**config.mk**
```make
export PLATFORM = sky130hd
export DESIGN_NAME = cef_event_ctrl
export DESIGN_NICKNAME = d
export VERILOG_FILES = /design/src/hw/cef_pkg.sv /design/src/hw/cef_event_ctrl.sv
export SDC_FILE = /design/constraint.sdc
export NUM_CORES = 1
export LEC_CHECK = 0
export BUFFER_PORTS_ARGS = -buffer_cell sky130_fd_sc_hd__buf_2
export CORE_AREA = 8 8 97 99
export DETAILED_ROUTE_END_ITERATION = 8
export DIE_AREA = 0 0 105 107
export PLACE_DENSITY = 0.75
export RECOVER_POWER = 50
export SYNTH_ARGS = -nofsm -noshare
export SYNTH_HDL_FRONTEND = slang
export SYNTH_SLANG_ARGS = --single-unit
```
**constraint.sdc**
```tcl
create_clock -name core_clk -period 2.1 [get_ports core_clk]
set_input_delay 0.42 -clock core_clk [delete_from_list [all_inputs] [get_ports core_clk]]
set_output_delay 0.42 -clock core_clk [all_outputs]
set_load 0.02 [all_outputs]
```
**src/hw/cef_pkg.sv**
```systemverilog
// Purpose: Shared constants and types for the charger event and fault control block
// Assumes: 32-bit APB register access, 100 MHz core clock
// Notes:   Register offsets are byte addresses of aligned words
package cef_pkg;

  // ==========================================================
  // Register map
  localparam logic [7:0] OFF_STATUS  = 8'h00;
  localparam logic [7:0] OFF_FLAG    = 8'h04;
  localparam logic [7:0] OFF_MASK    = 8'h08;
  localparam logic [7:0] OFF_CONTROL = 8'h0c;
  localparam logic [7:0] OFF_ACTION  = 8'h10;

  // ==========================================================
  // Event source bit positions in status, flag and mask words
  localparam int NUM_SRC        = 12;
  localparam int SRC_SRC_GOOD   = 0;
  localparam int SRC_SRC_TYPE   = 1;
  localparam int SRC_IN_CUR_REG = 2;
  localparam int SRC_IN_VLT_REG = 3;
  localparam int SRC_THERM_REG  = 4;
  localparam int SRC_WATCHDOG   = 5;
  localparam int SRC_CHG_STATE  = 6;
  localparam int SRC_THERM_ST   = 7;
  localparam int SRC_IN_OV      = 8;
  localparam int SRC_THERMAL_SHUTDOWN      = 9;
  localparam int SRC_BAT_OV     = 10;
  localparam int SRC_SAFE_TMR   = 11;
  localparam int SRC_SYS_SHORT  = 12;
  localparam int SRC_RB_FAULT   = 13;
  localparam int SRC_W          = 14;

  // Control register fields
  localparam int CTL_CURRENT_LIMIT_PIN_EN = 0;
  localparam int CTL_RB_EN   = 1;
  localparam logic [31:0] CTL_RESET = 32'h0000_0001;

  // ==========================================================
  // Timing
  localparam int  CLK_HZ        = 100_000_000;
  localparam int  ALERT_US      = 256;
  localparam int  ALERT_CYCLES  = (CLK_HZ / 1_000_000) * ALERT_US;
  localparam logic [1:0] RESP_OKAY = 2'h0;

  // Analog comparator inputs
  typedef struct packed {
    logic       src_good;
    logic [2:0] input_source_type;
    logic       input_current_regulation;
    logic       current_limit_pin;
    logic       input_voltage_regulation;
    logic       thermal_regulation;
    logic       watchdog_expired;
    logic [1:0] charge_state;
    logic [2:0] thermistor_state;
    logic       input_overvoltage;
    logic       thermal_shutdown;
    logic       battery_overvoltage;
    logic       safety_timer_expired;
    logic       system_overvoltage;
    logic       system_short;
    logic       output_overvoltage;
    logic       output_short;
    logic       battery_overdischarge;
    logic       battery_short_band;
  } cef_sense_t;

  // Protective actions
  typedef struct packed {
    logic converter_run;
    logic charge_enable;
    logic termination_enable;
    logic safety_timer_half;
    logic battery_switch;
    logic use_short_current;
    logic use_precharge_current;
    logic current_limit_pin_monitor_enable;
  } cef_action_t;

  typedef enum logic [1:0] {
    ALERT_IDLE  = 2'b00,
    ALERT_PULSE = 2'b01
  } cef_alert_state_t;

endpackage

```
**src/hw/cef_event_ctrl.sv**
```systemverilog
// Purpose: Event flags, alert pulse and fault reactions of a battery charger
// Assumes: Sense inputs are synchronous to core_clk; APB slave with zero wait states
// Notes:   One clock, synchronous active-high reset
//          Register map, one aligned word each:
//            0x00 status, live level of each single-bit source, read only
//            0x04 flag, sticky record of events, cleared by a read
//            0x08 mask, a set bit keeps that source off the alert pin
//            0x0c control, bit 0 limit pin enable, bit 1 reverse buck enable
//            0x10 action, copy of the protective outputs
//          Source bits in status, flag and mask:
//            0 source good, 1 source type, 2 input current regulation
//            3 input voltage regulation, 4 thermal regulation, 5 watchdog
//            6 charge state, 7 thermistor state, 8 input overvoltage
//            9 thermal shutdown, 10 battery overvoltage, 11 safety timer
//            12 system short, 13 reverse buck fault
//          Bus timing: a setup cycle, then one access cycle with pready
//            high; read data and the error flag come from flops loaded
//            during setup, so the pins never carry decode glitches
//          Alert: host_alert_n falls one cycle after the event edge and
//            stays low for ALERT_LEN cycles; events meanwhile set flags only
//          Source good and the multi-bit fields flag on any change; the
//            other sources flag on their rising edge only
//          Status and field copies load the live inputs during reset, so
//            releasing reset never shows a false edge; only the power-up
//            marker announces itself
//          Limitation: a level already high when its mask is cleared gives
//            no alert; only a new edge does
//          Limitation: a read of the flag word and a new event in the same
//            cycle keep the new event, but an event in the setup cycle is cleared unread
//
// Behaviour
// - Unmasked event gives one 256 us low pulse
// - Alert on source good, removed, type change
// - Alert entering current, voltage, thermal regulation
// - Alert on watchdog expiry and power-up
// - Alert on charge state, thermistor state change
// - Alert on overvoltage, shutdown, battery OV (charge state not 0), timer
// - Status rising edge triggers masked alert
// - Each source has status, flag, mask; status bits 1, 6 and 7 (type, charge state, thermistor state) read zero
// - Flag stays set after status falls
// - Flag read clears; new edge sets again
// - Limit pin regulation sets status, flag, alert
// - Limit pin ignored when its enable is zero
// - Input overvoltage stops converter outside reverse mode, auto resume
// - Poor source stops converter outside reverse mode, clears good status
// - System overvoltage stops converter immediately outside reverse mode
// - System short stops outside reverse mode, flags, alerts, self recovers
// - Output overvoltage clears reverse buck enable
// - Output short clears reverse buck enable
// - Thermal regulation halves timer, stops termination
// - Charge-mode shutdown stops converter, auto restart
// - Reverse-mode shutdown clears enable; host re-enables
// - Battery overvoltage disables charging immediately
// - Over-discharge opens battery switch until source
`timescale 1ns/1ns
module cef_event_ctrl #(
  parameter int ALERT_LEN = cef_pkg::ALERT_CYCLES
) (
  // Clock and reset
  input  wire logic                core_clk,
  input  wire logic                reset,
  // APB slave
  input  wire logic                psel,
  input  wire logic                penable,
  input  wire logic                pwrite,
  input  wire logic [7:0]          paddr,
  input  wire logic [31:0]         pwdata,
  output logic                     pready,
  output logic [31:0]              prdata,
  output logic                     pslverr,
  // Analog comparator results
  input  wire cef_pkg::cef_sense_t sense,
  // Host alert and protective actions
  output logic                     host_alert_n,
  output cef_pkg::cef_action_t     action,
  output logic                     reverse_buck_enable
);

  // ==========================================================
  // Parameter check
  if (ALERT_LEN < 2) begin : g_bad_len
    $error("ALERT_LEN must be at least 2");
  end

  localparam int CW = $clog2(ALERT_LEN + 1);
  localparam logic [CW-1:0] ALERT_LAST = CW'(ALERT_LEN - 1);
  localparam int SW = cef_pkg::SRC_W;

  // ==========================================================
  // Registers
  logic [SW-1:0]            status_reg;
  logic [SW-1:0]            status_next;
  logic [SW-1:0]            flag_reg;
  logic [SW-1:0]            flag_next;
  logic [SW-1:0]            mask_reg;
  logic                     current_limit_pin_en_reg;
  logic                     rb_en_reg;
  logic                     rb_en_next;
  logic [2:0]               src_type_reg;
  logic [1:0]               chg_state_reg;
  logic [2:0]               therm_state_reg;
  logic                     powerup_reg;
  logic                     batsw_open_reg;
  logic                     batsw_open_next;
  logic [CW-1:0]            cnt_reg;
  cef_pkg::cef_alert_state_t state_reg;
  cef_pkg::cef_alert_state_t state_next;
  logic                     pready_reg;
  logic [31:0]              prdata_reg;
  cef_pkg::cef_action_t     action_next;

  // ==========================================================
  // Bus decode
  wire logic acc      = psel && penable && pready_reg;
  wire logic wr_acc   = acc && pwrite;
  wire logic rd_acc   = acc && !pwrite;
  wire logic hit_flag = paddr == cef_pkg::OFF_FLAG;
  wire logic hit_mask = paddr == cef_pkg::OFF_MASK;
  wire logic hit_ctl  = paddr == cef_pkg::OFF_CONTROL;
  wire logic hit_stat = paddr == cef_pkg::OFF_STATUS;
  wire logic hit_act  = paddr == cef_pkg::OFF_ACTION;
  wire logic hit_any  = hit_flag | hit_mask | hit_ctl | hit_stat | hit_act;

  // Zero-extend a narrow field to a bus word
  function automatic logic [31:0] widen(input logic [SW-1:0] v);
    widen = {{(32 - SW){1'b0}}, v};
  endfunction

  wire logic [31:0] rd_word =
    hit_stat ? widen(status_reg) :
    hit_flag ? widen(flag_reg) :
    hit_mask ? widen(mask_reg) :
    hit_ctl  ? {30'h0, rb_en_reg, current_limit_pin_en_reg} :
    hit_act  ? {24'h0, action} : 32'h0;

  // ==========================================================
  // Live status bits
  // pin gated by enable
  // With the enable low the pin may float high; gating here keeps a
  // floating pin from posing as current regulation.
  wire logic pin_lim  = current_limit_pin_en_reg && sense.current_limit_pin;
  // pin enters current regulation
  // Register limit and pin limit share one source bit, as the host sees
  // no difference between the two causes.
  wire logic icr_live = sense.input_current_regulation | pin_lim;
  wire logic rb_mode  = rb_en_reg;
  // output faults only matter in reverse mode
  wire logic rb_fault = rb_mode && (sense.output_overvoltage || sense.output_short);
  wire logic rb_thermal_shutdown = rb_mode && sense.thermal_shutdown;
  // good source drops on poor source
  wire logic good_live = sense.src_good && !sense.input_overvoltage;

  always_comb begin
    status_next = '0;
    status_next[cef_pkg::SRC_SRC_GOOD]   = good_live;
    status_next[cef_pkg::SRC_IN_CUR_REG] = icr_live;
    status_next[cef_pkg::SRC_IN_VLT_REG] = sense.input_voltage_regulation;
    status_next[cef_pkg::SRC_THERM_REG]  = sense.thermal_regulation;
    status_next[cef_pkg::SRC_WATCHDOG]   = sense.watchdog_expired;
    status_next[cef_pkg::SRC_IN_OV]      = sense.input_overvoltage;
    status_next[cef_pkg::SRC_THERMAL_SHUTDOWN]      = sense.thermal_shutdown;
    status_next[cef_pkg::SRC_BAT_OV]     = sense.battery_overvoltage &&
                                           sense.charge_state != 2'h0;
    status_next[cef_pkg::SRC_SAFE_TMR]   = sense.safety_timer_expired;
    status_next[cef_pkg::SRC_SYS_SHORT]  = sense.system_short;
    status_next[cef_pkg::SRC_RB_FAULT]   = rb_fault;
  end

  // ==========================================================
  // Event detection
  wire logic type_chg  = sense.input_source_type != src_type_reg;
  wire logic chg_chg   = sense.charge_state != chg_state_reg;
  wire logic therm_chg = sense.thermistor_state != therm_state_reg;

  wire logic [SW-1:0] rise = status_next & ~status_reg;
  logic [SW-1:0] evt;
  always_comb begin
    evt = rise;
    evt[cef_pkg::SRC_SRC_GOOD]  = good_live ^ status_reg[cef_pkg::SRC_SRC_GOOD];
    evt[cef_pkg::SRC_SRC_TYPE]  = type_chg;
    evt[cef_pkg::SRC_CHG_STATE] = chg_chg;
    evt[cef_pkg::SRC_THERM_ST]  = therm_chg;
    evt[cef_pkg::SRC_WATCHDOG]  = rise[cef_pkg::SRC_WATCHDOG] | powerup_reg;
  end

  // read clears, set wins over clear
  wire logic flag_clr = rd_acc && hit_flag;
  assign flag_next = (flag_clr ? '0 : flag_reg) | evt;
  wire logic fire = |(evt & ~mask_reg);

  // ==========================================================
  // Alert pulse sequencer
  // new events while pulsing only set flags
  always_comb begin
    state_next = state_reg;
    unique case (state_reg)
      cef_pkg::ALERT_IDLE:  if (fire) begin
        state_next = cef_pkg::ALERT_PULSE;
      end
      cef_pkg::ALERT_PULSE: if (cnt_reg == ALERT_LAST) begin
        state_next = cef_pkg::ALERT_IDLE;
      end
    endcase
  end

  // ==========================================================
  // Protective reactions
  // faults drop reverse enable; host must set again
  assign rb_en_next = (wr_acc && hit_ctl) ? pwdata[cef_pkg::CTL_RB_EN] :
                      (rb_fault || rb_thermal_shutdown) ? 1'b0 : rb_en_reg;
  // switch opens on over-discharge, closes with a source
  // A present source wins: the battery is still below its floor when the
  // source arrives, and it must be connected to be charged back up.
  assign batsw_open_next = sense.src_good ? 1'b0 :
                           sense.battery_overdischarge ? 1'b1 : batsw_open_reg;

  // Boost-side faults that halt switching until they clear by themselves
  wire logic boost_halt = sense.input_overvoltage || !good_live ||
                          sense.system_overvoltage || sense.system_short ||
                          sense.thermal_shutdown;

  always_comb begin
    // converter stops while any boost-side fault stands
    // Reverse mode keeps running: its own faults drop rb_en_next instead
    action_next.converter_run = !boost_halt || rb_en_next;
    action_next.charge_enable = !sense.battery_overvoltage && !sense.thermal_shutdown;
    action_next.termination_enable = !sense.thermal_regulation;
    action_next.safety_timer_half  = sense.thermal_regulation || icr_live ||
                                     sense.input_voltage_regulation;
    action_next.battery_switch        = !batsw_open_next;
    action_next.use_short_current     = sense.battery_short_band;
    action_next.use_precharge_current = !sense.battery_short_band;
    action_next.current_limit_pin_monitor_enable   = current_limit_pin_en_reg && !icr_live;
  end

  // ==========================================================
  // Event state and flags
  always_ff @(posedge core_clk) begin
    if (reset) begin
      // Track the live inputs in reset so release shows no false edge
      status_reg      <= status_next;
      flag_reg        <= '0;
      src_type_reg    <= sense.input_source_type;
      chg_state_reg   <= sense.charge_state;
      therm_state_reg <= sense.thermistor_state;
      powerup_reg     <= 1'b1;
    end else begin
      status_reg      <= status_next;
      flag_reg        <= flag_next;
      src_type_reg    <= sense.input_source_type;
      chg_state_reg   <= sense.charge_state;
      therm_state_reg <= sense.thermistor_state;
      powerup_reg     <= 1'b0;
    end
  end

  // Control registers written by software, plus the battery switch state
  always_ff @(posedge core_clk) begin
    if (reset) begin
      mask_reg       <= '0;
      current_limit_pin_en_reg    <= cef_pkg::CTL_RESET[cef_pkg::CTL_CURRENT_LIMIT_PIN_EN];
      rb_en_reg      <= cef_pkg::CTL_RESET[cef_pkg::CTL_RB_EN];
      batsw_open_reg <= 1'b0;
    end else begin
      if (wr_acc && hit_mask) begin
        mask_reg <= pwdata[SW-1:0];
      end
      if (wr_acc && hit_ctl) begin
        current_limit_pin_en_reg <= pwdata[cef_pkg::CTL_CURRENT_LIMIT_PIN_EN];
      end
      rb_en_reg      <= rb_en_next;
      batsw_open_reg <= batsw_open_next;
    end
  end

  // fixed-width pulse timed on core_clk
  // The count runs only while the pulse is already underway, so the low
  // time is exactly ALERT_LEN cycles whatever arrives meanwhile.
  // A slower host sees the same width; it only needs to sample the pin
  // faster than ALERT_LEN cycles to catch every pulse.
  always_ff @(posedge core_clk) begin
    if (reset) begin
      state_reg    <= cef_pkg::ALERT_IDLE;
      cnt_reg      <= '0;
      host_alert_n <= 1'b1;
    end else begin
      state_reg    <= state_next;
      cnt_reg      <= (state_next == cef_pkg::ALERT_PULSE && state_reg == cef_pkg::ALERT_PULSE) ?
                      cnt_reg + 1'b1 : '0;
      host_alert_n <= state_next != cef_pkg::ALERT_PULSE;
    end
  end

  // Outputs registered so glitches on sense never reach the pins
  always_ff @(posedge core_clk) begin
    if (reset) begin
      action              <= '0;
      reverse_buck_enable <= 1'b0;
    end else begin
      action              <= action_next;
      reverse_buck_enable <= rb_en_next;
    end
  end

  // APB: no wait state; reads come from a flop loaded during setup
  // Ready is raised only after a setup cycle, so a master that skips setup
  // gets no answer; the read-clear of flags happens on the access edge,
  // after the word was captured, so a flag set by an event in the setup cycle is lost.
  always_ff @(posedge core_clk) begin
    if (reset) begin
      pready_reg <= 1'b0;
      prdata_reg <= 32'h0;
      pslverr    <= 1'b0;
    end else begin
      pready_reg <= psel && !penable;
      prdata_reg <= rd_word;
      pslverr    <= psel && !penable && !hit_any;
    end
  end

  assign pready = pready_reg;
  assign prdata = prdata_reg;

endmodule

```
==> metrics, run 1 <==
mux cell area share after synthesis 0.773%; final worst setup slack 0.109 ns; Worst Skew 0.00712 ns; Hold Vio Cnt, Final 0; CTS tree built; 1st-pass router iterations 4; clock sinks 93; Cell Area, Synth 3880 sq um; initial antenna violation count 0; register share of total power 58.1%; metal3 WL 564 microns; clk buf depth 2; Max Slew Vio Count 0; relative slew slack 37.1%; fin crit share 94.8%; Post-DP Area 4390 sq um; # resized after CTS 0; RSZ-0062 raised after global routing no; DIE AREA 11200 sq um; endpoints failing setup 0; main combinational cell family by area after synthesis simple AND/OR/NAND/NOR gates; Max IR drop VDD 0.000331 V; largest net degree at the start of global routing 29; switching pwr 0.824 mW; slew of the pin with the lowest slew margin 0.944 ns; MaxCap Viol Count 0; Synth Register Bits 93; P&R area growth vs syn 14.9%; die width 105 microns; Primary FF master, synth dfxtp_1; final net count 597; crit path time final 1.99 ns; Adder-Cell Fraction of Synth Area 0.322%; io pins 113; post-route antenna net violation count 0; Reg clk slew, reported paths 0.09 ns; WP data required 2.30 ns; met2 wire len 4820 microns; crit-path cells nor2b_1 -> a2111oi_0 -> buf_4 -> o311ai_0 -> o41ai_1; pre-CTS setup slack -0.166 ns; synthesized area per cell 8.81 sq um; CTS H-tree depth 3; hold-fix buffers at CTS 0; postcts setup bufs 0; Final Instance Area 4460 sq um; vias in the first global route 3447; Synthesis Warnings 0; Overall Power 3.17 mW; DR vias/cell 5.30; FP Rows 33; logic gate share of total power 9.8%; area fraction in compound gates after synthesis 15.2%; Post-DP HPWL 7380 microns; post-synthesis simple-gate area fraction 22.8%; Switching Share 26.0%; Post-route DRC 0; CP top delay family compound AO/OA/AOI/OAI gates; Setup CP Type flip-flop to flip-flop; worst-path maximum fanout 3; overall routed net length 9850 microns; Arr. time, crit path 2.20 ns; Filler cells 785; antenna cells 0; port buffer count 76; Unique masters post-synth 54; final core utilization 56.3%; first-pass GRT wire length 16200 microns; Clk Latency, worst-skew pair 0.36 ns; GRT Util Overall 17.6%; final RePlAce weighted congestion 0.827; Setup crit start kind flip-flop; Top Metal Used met4; Clk Tree Root Cell clkbuf_8; core area 7930 sq um; CTS buffer count 9; Metal-1 WL 4260 microns; DR WL/cell 15.5 microns; critical path's slowest cell a2111oi_0; Sum Neg Setup Slack 0 ns; DR vias 3378; DRT iter0 DRCs 146; number of flip-flops in the largest register 15; Crit path largest cell delay 0.53 ns; Clk pwr share 32.1%; status finished clean; CP endpoint kind flip-flop; Post-synth EDFFs 0; Seq/Total Area, Yosys 47.9%; layout cells sized above 1 13.5%; fmax 502 MHz; Static Leak 1.67 nW; post-synthesis xor/xnor area fraction 4.96%; die height 107 microns; CP Buf/Inv Count 1; Syn Inst Count 441; Int Pwr 2.35 mW; FFs w/ async S/R, synth 0%; Power Density 710 nW/um^2; initial core utilization 49.0%; worst min path class primary input to flip-flop; GRT overflow 0
-- cell usage after synthesis (2+ instances only) --
library cell	n	area, sq um
dfxtp_1	93	1860
buf_4	18	135
a31oi_1	2	12.5
xnor2_1	10	87.6
nand4_1	3	18.8
nor4_4	2	42.5
nor4_1	7	43.8
and3_1	6	37.5
inv_1	18	67.6
mux2i_1	3	30.0
o31a_1	2	17.5
nand2_1	23	86.3
o31ai_1	2	15.0
nor3_1	9	45.0
o21ai_1	9	45.0
nor2_1	52	195
o211ai_1	4	30.0
buf_2	4	20.0
nand3_1	25	125
o21ai_0	14	70.1
or3_1	5	31.3
o221ai_1	7	61.3
nand3b_1	4	30.0
a22o_1	2	17.5
a2111oi_0	3	26.3
nor4b_1	2	17.5
clkbuf_1	16	60.1
xor2_1	12	105
buf_6	2	22.5
nand2b_1	7	43.8
a21oi_1	38	190
nor3b_1	5	37.5
nor2b_1	11	68.8
-- worst paths after layout --
path	startpoint	endpoint	slack [ns]	depth (start not counted)
setup / recovery	status_reg[11]	host_alert_n	0.11	5
hold / removal	sense[6]	status_reg[11]	0.17	1
hold reg to reg	flag_reg[9]	flag_reg[9]	0.47	2
setup reg to reg	status_reg[11]	host_alert_n	0.11	5
-- kinds of logic after synthesis --
logic type | count (synthesis)
buf+inv | 59
compound gates | 95
fa+ha+maj | 1
xor+xnor | 22
mux | 3
other cells | 1
simple gates | 167
flops | 93
-- through the flow --
stage / hold WS, ns / instances
after detailed placement: 0.454 / 621
after CTS: 0.157 / 637
after global routing: 0.157 / 637
after global placement: 0.444 / 621
final: 0.167 / 637
after floorplan: 0.434 / 458
-- power by group through the flow --
stage / Clock [mW] / Sequential (mW) / Combinational, mW
global placement: 0 / 1.88 / 0.313
global route: 1.13 / 1.85 / 0.345
floorplan: 0 / 1.89 / 0.205
CTS: 1.04 / 1.84 / 0.323
finish: 1.02 / 1.84 / 0.312
detailed placement: 0 / 1.88 / 0.321
-- cell usage in the layout (no fill, tap or decap), types with 5 or more instances in the layout --
| master | synthesis | layout |
|---|---|---|
| clkbuf_8 | 0 | 9 |
| a21oi_1 | 38 | 38 |
| nand2_1 | 23 | 23 |
| xor2_1 | 12 | 12 |
| dfxtp_1 | 93 | 93 |
| clkbuf_1 | 16 | 48 |
| inv_1 | 18 | 18 |
| conb_1 | 1 | 18 |
| or3_1 | 5 | 6 |
| nor4_1 | 7 | 7 |
| nor2b_1 | 11 | 11 |
| nor3_1 | 9 | 9 |
| and3_1 | 6 | 6 |
| nor3b_1 | 5 | 5 |
| nor2_1 | 52 | 52 |
| nand3_1 | 25 | 25 |
| o221ai_1 | 7 | 7 |
| o21ai_1 | 9 | 9 |
| xnor2_1 | 10 | 10 |
| buf_2 | 4 | 39 |
| buf_4 | 18 | 14 |
| nand2b_1 | 7 | 7 |
| o21ai_0 | 14 | 14 |
-- metal layers --
layer  vias up  GRT usage (%)
met5         -              0
met4         0           8.97
met3        15           4.44
met2        93           29.8
met1      1602           20.2
li1       1668              -
-- area by class of cell --
| class | instances | area (sq um) | area share [%] |
|---|---|---|---|
| flip-flops and latches | 93 | 1860 | 41.7 |
| clock buffers | 11 | 131 | 2.94 |
| inverters | 18 | 67.6 | 1.51 |
| repair buffers | 99 | 473 | 10.6 |
| well taps | 105 | 131 | 2.94 |
| multi-input cells | 306 | 1770 | 39.7 |
| clock inverters | 5 | 27.5 | 0.617 |
No activity file was read; power rests on OpenSTA's default activity.
==> run 2, diff against run 1 <==
--- a/config.mk
+++ b/config.mk
@@ -6,10 +6,10 @@
 export NUM_CORES = 1
 export LEC_CHECK = 0
 export BUFFER_PORTS_ARGS = -buffer_cell sky130_fd_sc_hd__buf_2
-export CORE_AREA = 8 8 97 99
+export CORE_AREA = 2 2 88 90
 export DETAILED_ROUTE_END_ITERATION = 8
-export DIE_AREA = 0 0 105 107
-export PLACE_DENSITY = 0.75
+export DIE_AREA = 0 0 90 92
+export PLACE_DENSITY = 0.8
 export RECOVER_POWER = 50
 export SYNTH_ARGS = -nofsm -noshare
 export SYNTH_HDL_FRONTEND = slang
==> constraint.sdc (replaced) <==
create_clock -name core_clk -period 2.5 [get_ports core_clk]
set_input_delay 0.5 -clock core_clk [delete_from_list [all_inputs] [get_ports core_clk]]
set_output_delay 0.5 -clock core_clk [all_outputs]
set_load 0.02 [all_outputs]
==> run 2 against run 1 <==
Compared with the run above: utilization increased by 2.7 points; largest power group unchanged; critical path type is now primary input to flip-flop; clock-buffer cell count grew 1; wire length fell by 10%.
==> metrics, run 2 (synthesis results as in run 1) <==
first-pass GRT wire length 14500 microns (-11%); post-route antenna net violation count 0 (unchanged); pre-CTS setup slack 0.318 ns (+0.484 ns); Max Slew Vio Count 0 (unchanged); RSZ-0062 raised after global routing no; Hold Vio Cnt, Final 0 (unchanged); Crit path largest cell delay 0.84 ns (+0.31 ns); core area 7450 sq um (-6.1%); Clk Tree Root Cell clkbuf_8; P&R area growth vs syn 13.2%; initial core utilization 52.2% (+3.2 points); 1st-pass router iterations 5 (+1); fin crit share 82.3%; worst min path class primary input to flip-flop; postcts setup bufs 0 (unchanged); r2r setup slk 0.52 ns (+0.41 ns); Overall Power 2.76 mW (-13%); DIE AREA 8280 sq um (-26%); Clk Latency, worst-skew pair 0.36 ns (about the same); Max IR drop VDD 0.000298 V (-10%); layout cells sized above 1 11.6% (-1.9 points); MaxCap Viol Count 0 (unchanged); clock sinks 93 (unchanged); final net count 582 (-2.5%); most common cell after layout, fill and taps aside dfxtp_1; antenna cells 0 (unchanged); slew of the pin with the lowest slew margin 1.16 ns (+0.218 ns); Power Density 627 nW/um^2 (-12%); crit path time final 2.06 ns; Setup CP Type primary input to flip-flop; io pins 113 (unchanged); relative slew slack 22.6% (-15 points); most used cell, CP clkbuf_1; die width 90 microns (-14%); Reg clk slew, reported paths 0.09 ns (about the same); fmax 486 MHz; # resized after CTS 0 (unchanged); GRT Util Overall 21.7% (+4.1 points); Post-DP Area 4270 sq um (-2.7%); endpoints failing setup 0 (unchanged); DR vias 3389 (+0.33%); number of flip-flops in the largest register 15 (unchanged); crit-path cells clkbuf_1 -> clkbuf_1 -> nor3b_1; most frequent cells in the layout dfxtp_1 (93), nor2_1 (52), clkbuf_1 (46); die height 92 microns (-14%); status finished clean; DR WL/cell 14.2 microns (-7.8%); CP endpoint kind flip-flop; worst-path maximum fanout 25 (+22); Sum Neg Setup Slack 0 ns (unchanged); DRT iter0 DRCs 201 (+38%); final RePlAce weighted congestion 0.849 (+2.6%); port buffer count 76 (unchanged); initial antenna violation count 0 (unchanged); Arr. time, crit path 2.26 ns (+0.06 ns); Final Instance Area 4400 sq um (-1.5%); GRT overflow 0 (unchanged); Post-DP HPWL 6420 microns (-13%); DR vias/cell 5.47 (+3.2%); WP data required 2.70 ns (+0.40 ns); CTS tree built; overall routed net length 8820 microns (-10%); Worst Skew 0.00664 ns (-0.000477 ns); clk buf depth 2 (unchanged); CTS buffer count 9 (unchanged); FP Rows 32 (-3.0%); hold-fix buffers at CTS 0 (unchanged); Setup crit start kind primary input; final worst setup slack 0.443 ns (+0.334 ns); CTS H-tree depth 3 (unchanged); critical path's slowest cell clkbuf_1; largest net degree at the start of global routing 33 (+14%); vias in the first global route 3073 (-11%); Post-route DRC 0 (unchanged); Static Leak 1.63 nW (-2.6%)
[run 2: cell type report]
class,count,area [sq um]
inverter,18,67.6
sequential,93,1860
clock inverter,4,48.8
tap,102,128
timing repair buffer,84,379
fill,694,3050
clock buffer,12,135
multi-input combinational,306,1780
[run 2: through the flow]
| step | hold slack [ns] | std cells | utilization, % |
|---|---|---|---|
| after global routing | 0.238 | 619 | 59.0 |
| after floorplan | 0.434 | 458 | - |
| after CTS | 0.234 | 619 | 59.9 |
| final | 0.246 | 619 | 59.0 |
| after detailed placement | 0.453 | 603 | 57.4 |
| after global placement | 0.445 | 603 | 57.4 |
[run 2: metal layers]
metal	track usage, %	vias up	wire length (microns)
met5	0	-	0
met4	8.33	0	159
met3	4.85	19	680
met2	35.8	141	4270
met1	27.8	1584	3710
li1	-	1645	-
[run 2: where the power goes]
part | internal [mW] | switching, mW | total (mW) | leakage (nW)
Sequential | 1.52 | 0.0240 | 1.55 | 0.763
Clock | 0.462 | 0.497 | 0.959 | 0.0943
Combinational | 0.0841 | 0.164 | 0.248 | 0.773
[run 2: final timing paths]
check	end	cells past startpoint	startpoint
worst max register to register	cnt_reg[6]	4	cnt_reg[2]
worst max-delay path	action[0]	3	reset
worst min-delay path	status_reg[11]	1	sense[6]
worst min register to register	flag_reg[12]	2	flag_reg[12]
[run 2: critical path, delay by kind of cell]
family,cells,cell delay (ns)
buf+inv,2,1.61
simple gates,1,0.15
==> run 3, diff against run 2 <==
--- a/config.mk
+++ b/config.mk
@@ -6,10 +6,10 @@
 export NUM_CORES = 1
 export LEC_CHECK = 0
 export BUFFER_PORTS_ARGS = -buffer_cell sky130_fd_sc_hd__buf_2
-export CORE_AREA = 2 2 88 90
+export CORE_AREA = 2 2 95 97
 export DETAILED_ROUTE_END_ITERATION = 8
-export DIE_AREA = 0 0 90 92
-export PLACE_DENSITY = 0.8
+export DIE_AREA = 0 0 97 99
+export PLACE_DENSITY = 0.72
 export RECOVER_POWER = 50
 export SYNTH_ARGS = -nofsm -noshare
 export SYNTH_HDL_FRONTEND = slang
==> constraint.sdc (replaced) <==
create_clock -name core_clk -period 1.7 [get_ports core_clk]
set_input_delay 0.34 -clock core_clk [delete_from_list [all_inputs] [get_ports core_clk]]
set_output_delay 0.34 -clock core_clk [all_outputs]
set_load 0.02 [all_outputs]
==> run 3 against run 2 <==
Compared with the run above: non-clock buffer count grew 43; via count grew 3.4%; clock power grew 28%; sequential share of layout area shrank 2.7 points; utilization shrank 4.1 points.
==> metrics, run 3 (synthesis results as in run 1) <==
status finished clean; final net count 625 (+7.4%); WP data required 1.93 ns (-0.77 ns); post-route antenna net violation count 0 (unchanged); clk buf depth 2 (unchanged); die height 99 microns (+7.6%); DR vias 3505 (+3.4%); DIE AREA 9600 sq um (+16%); Setup crit start kind primary input; vias in the first global route 3365 (+9.5%); P&R area growth vs syn 20.9%; die width 97 microns (+7.8%); Power Density 836 nW/um^2 (+33%); most common cell after layout, fill and taps aside dfxtp_1; worst-path maximum fanout 3 (-88%); Max Slew Vio Count 0 (unchanged); io pins 113 (unchanged); critical path's slowest cell or4b_2; relative slew slack 48.6% (+26 points); Overall Power 3.93 mW (+43%); Setup CP Type primary input to flip-flop; Clk Latency, worst-skew pair 0.35 ns (about the same); Final Instance Area 4700 sq um (+6.8%); 1st-pass router iterations 5 (unchanged); crit path time final 1.65 ns; layout cells sized above 1 18.3% (+6.7 points); largest net degree at the start of global routing 29 (-12%); endpoints failing setup 0 (unchanged); initial antenna violation count 0 (unchanged); DRT iter0 DRCs 164 (-18%); Hold Vio Cnt, Final 0 (unchanged); GRT Util Overall 20.5% (-1.2 points); Max IR drop VDD 0.000335 V (+12%); CP endpoint kind flip-flop; fmax 605 MHz; Post-DP HPWL 7160 microns (+11%); Reg clk slew, reported paths 0.08 ns (about the same); Static Leak 1.80 nW (+10%); DR vias/cell 5.26 (-3.9%); number of flip-flops in the largest register 15 (unchanged); Final Hold Slack 0.0907 ns (-0.155 ns); Post-route DRC 0 (unchanged); CTS buffer count 9 (unchanged); FP Rows 34 (+6.3%); final core utilization 54.9% (-4.1 points); fin crit share 97.2%; MaxCap Viol Count 0 (unchanged); port buffer count 76 (unchanged); core area 8550 sq um (+15%); initial core utilization 45.4% (-6.7 points); CTS tree built; antenna cells 0 (unchanged); Clk Tree Root Cell clkbuf_8; Filler cells 817 (+18%); Multi-input gate area 1800 sq um (+1.1%); slew of the pin with the lowest slew margin 0.771 ns (-0.390 ns); most frequent cells in the layout dfxtp_1 (92), nor2_1 (52), clkbuf_1 (50); Crit path largest cell delay 0.71 ns (-0.13 ns); final RePlAce weighted congestion 0.798 (-6.0%); RSZ-0062 raised after global routing no; crit-path cells buf_2 -> or4b_2 -> nor4_4 -> mux2i_1 -> a21oi_1; worst min path class primary input to flip-flop; Seq. cell area 1860 sq um (about the same); Post-DP Area 4610 sq um (+8.0%); hold-fix buffers at CTS 0 (unchanged); first-pass GRT wire length 16000 microns (+10%); DR WL/cell 14.6 microns (+2.2%); clock sinks 93 (unchanged); Worst Skew 0.00844 ns (+0.00179 ns); CTS H-tree depth 3 (unchanged); Arr. time, crit path 1.88 ns (-0.38 ns); GRT overflow 0 (unchanged); overall routed net length 9700 microns (+10%)
run 3: cell count changes in the layout (fill, tap and decap cells not counted), sizes merged:
| cell | before | now |
|---|---|---|
| buf | 41 | 79 |
| bufinv | 1 | 0 |
| clkbuf | 55 | 60 |
| clkinv | 3 | 1 |
| clkinvlp | 0 | 1 |
run 3: cell type report:
class	count	share of cell area, %
clock buffers	12	2.88
clock inverters	2	0.266
flip-flops and latches	93	39.7
inverters	18	1.44
well taps	108	2.88
multi-input cells	306	38.2
repair buffers	127	14.7
run 3: critical path: cells and delay by family:
| kind | cells | cell delay (ns) |
|---|---|---|
| AOI/OAI and AO/OA | 1 | 0.11 |
| buffers and inverters | 1 | 0.12 |
| muxes | 1 | 0.32 |
| and+or+nand+nor | 2 | 1.00 |
run 3: metal layers:
metal / GRT usage [%] / part of all wire, %
met3: 4.11 / 6.1
met1: 25.9 / 44
met5: 0 / 0
met4: 7.37 / 1.4
met2: 34.8 / 49
run 3: timing repair:
item	4_1_cts	5_1_grt
resized for setup	3	4
cloned	0	0
endpoints found under the setup margin	3	18
pin swaps	0	2
buffers inserted	0	1
run 3: metrics by stage:
| stage | worst slack [ns] | TNS, ns | instances |
|---|---|---|---|
| floorplan | -0.0705 | -0.700 | 458 |
| global placement | -0.351 | -5.86 | 651 |
| detailed placement | -0.315 | -6.62 | 651 |
| CTS | 0.0465 | 0 | 665 |
| global route | 0.00715 | 0 | 666 |
| finish | 0.0469 | 0 | 666 |
run 3: path summary, 6_finish.rpt:
kind / slack (ns) / from / cells after the start / endpoint
setup reg to reg: 0.09 / status_reg[4] / 6 / state_reg[0]
hold reg to reg: 0.46 / flag_reg[12] / 2 / flag_reg[12]
hold / removal: 0.09 / sense[6] / 1 / status_reg[11]
setup / recovery: 0.05 / paddr[1] / 5 / action[7]
run 3: where the power goes:
| group | total (mW) | switching, mW | leakage, nW | internal (mW) |
|---|---|---|---|---|
| clock network | 1.23 | 0.713 | 0.0723 | 0.516 |
| registers | 2.28 | 0.0350 | 0.764 | 2.24 |
| logic | 0.422 | 0.257 | 0.965 | 0.165 |
| total | 3.93 | 1.01 | 1.80 | 2.92 |
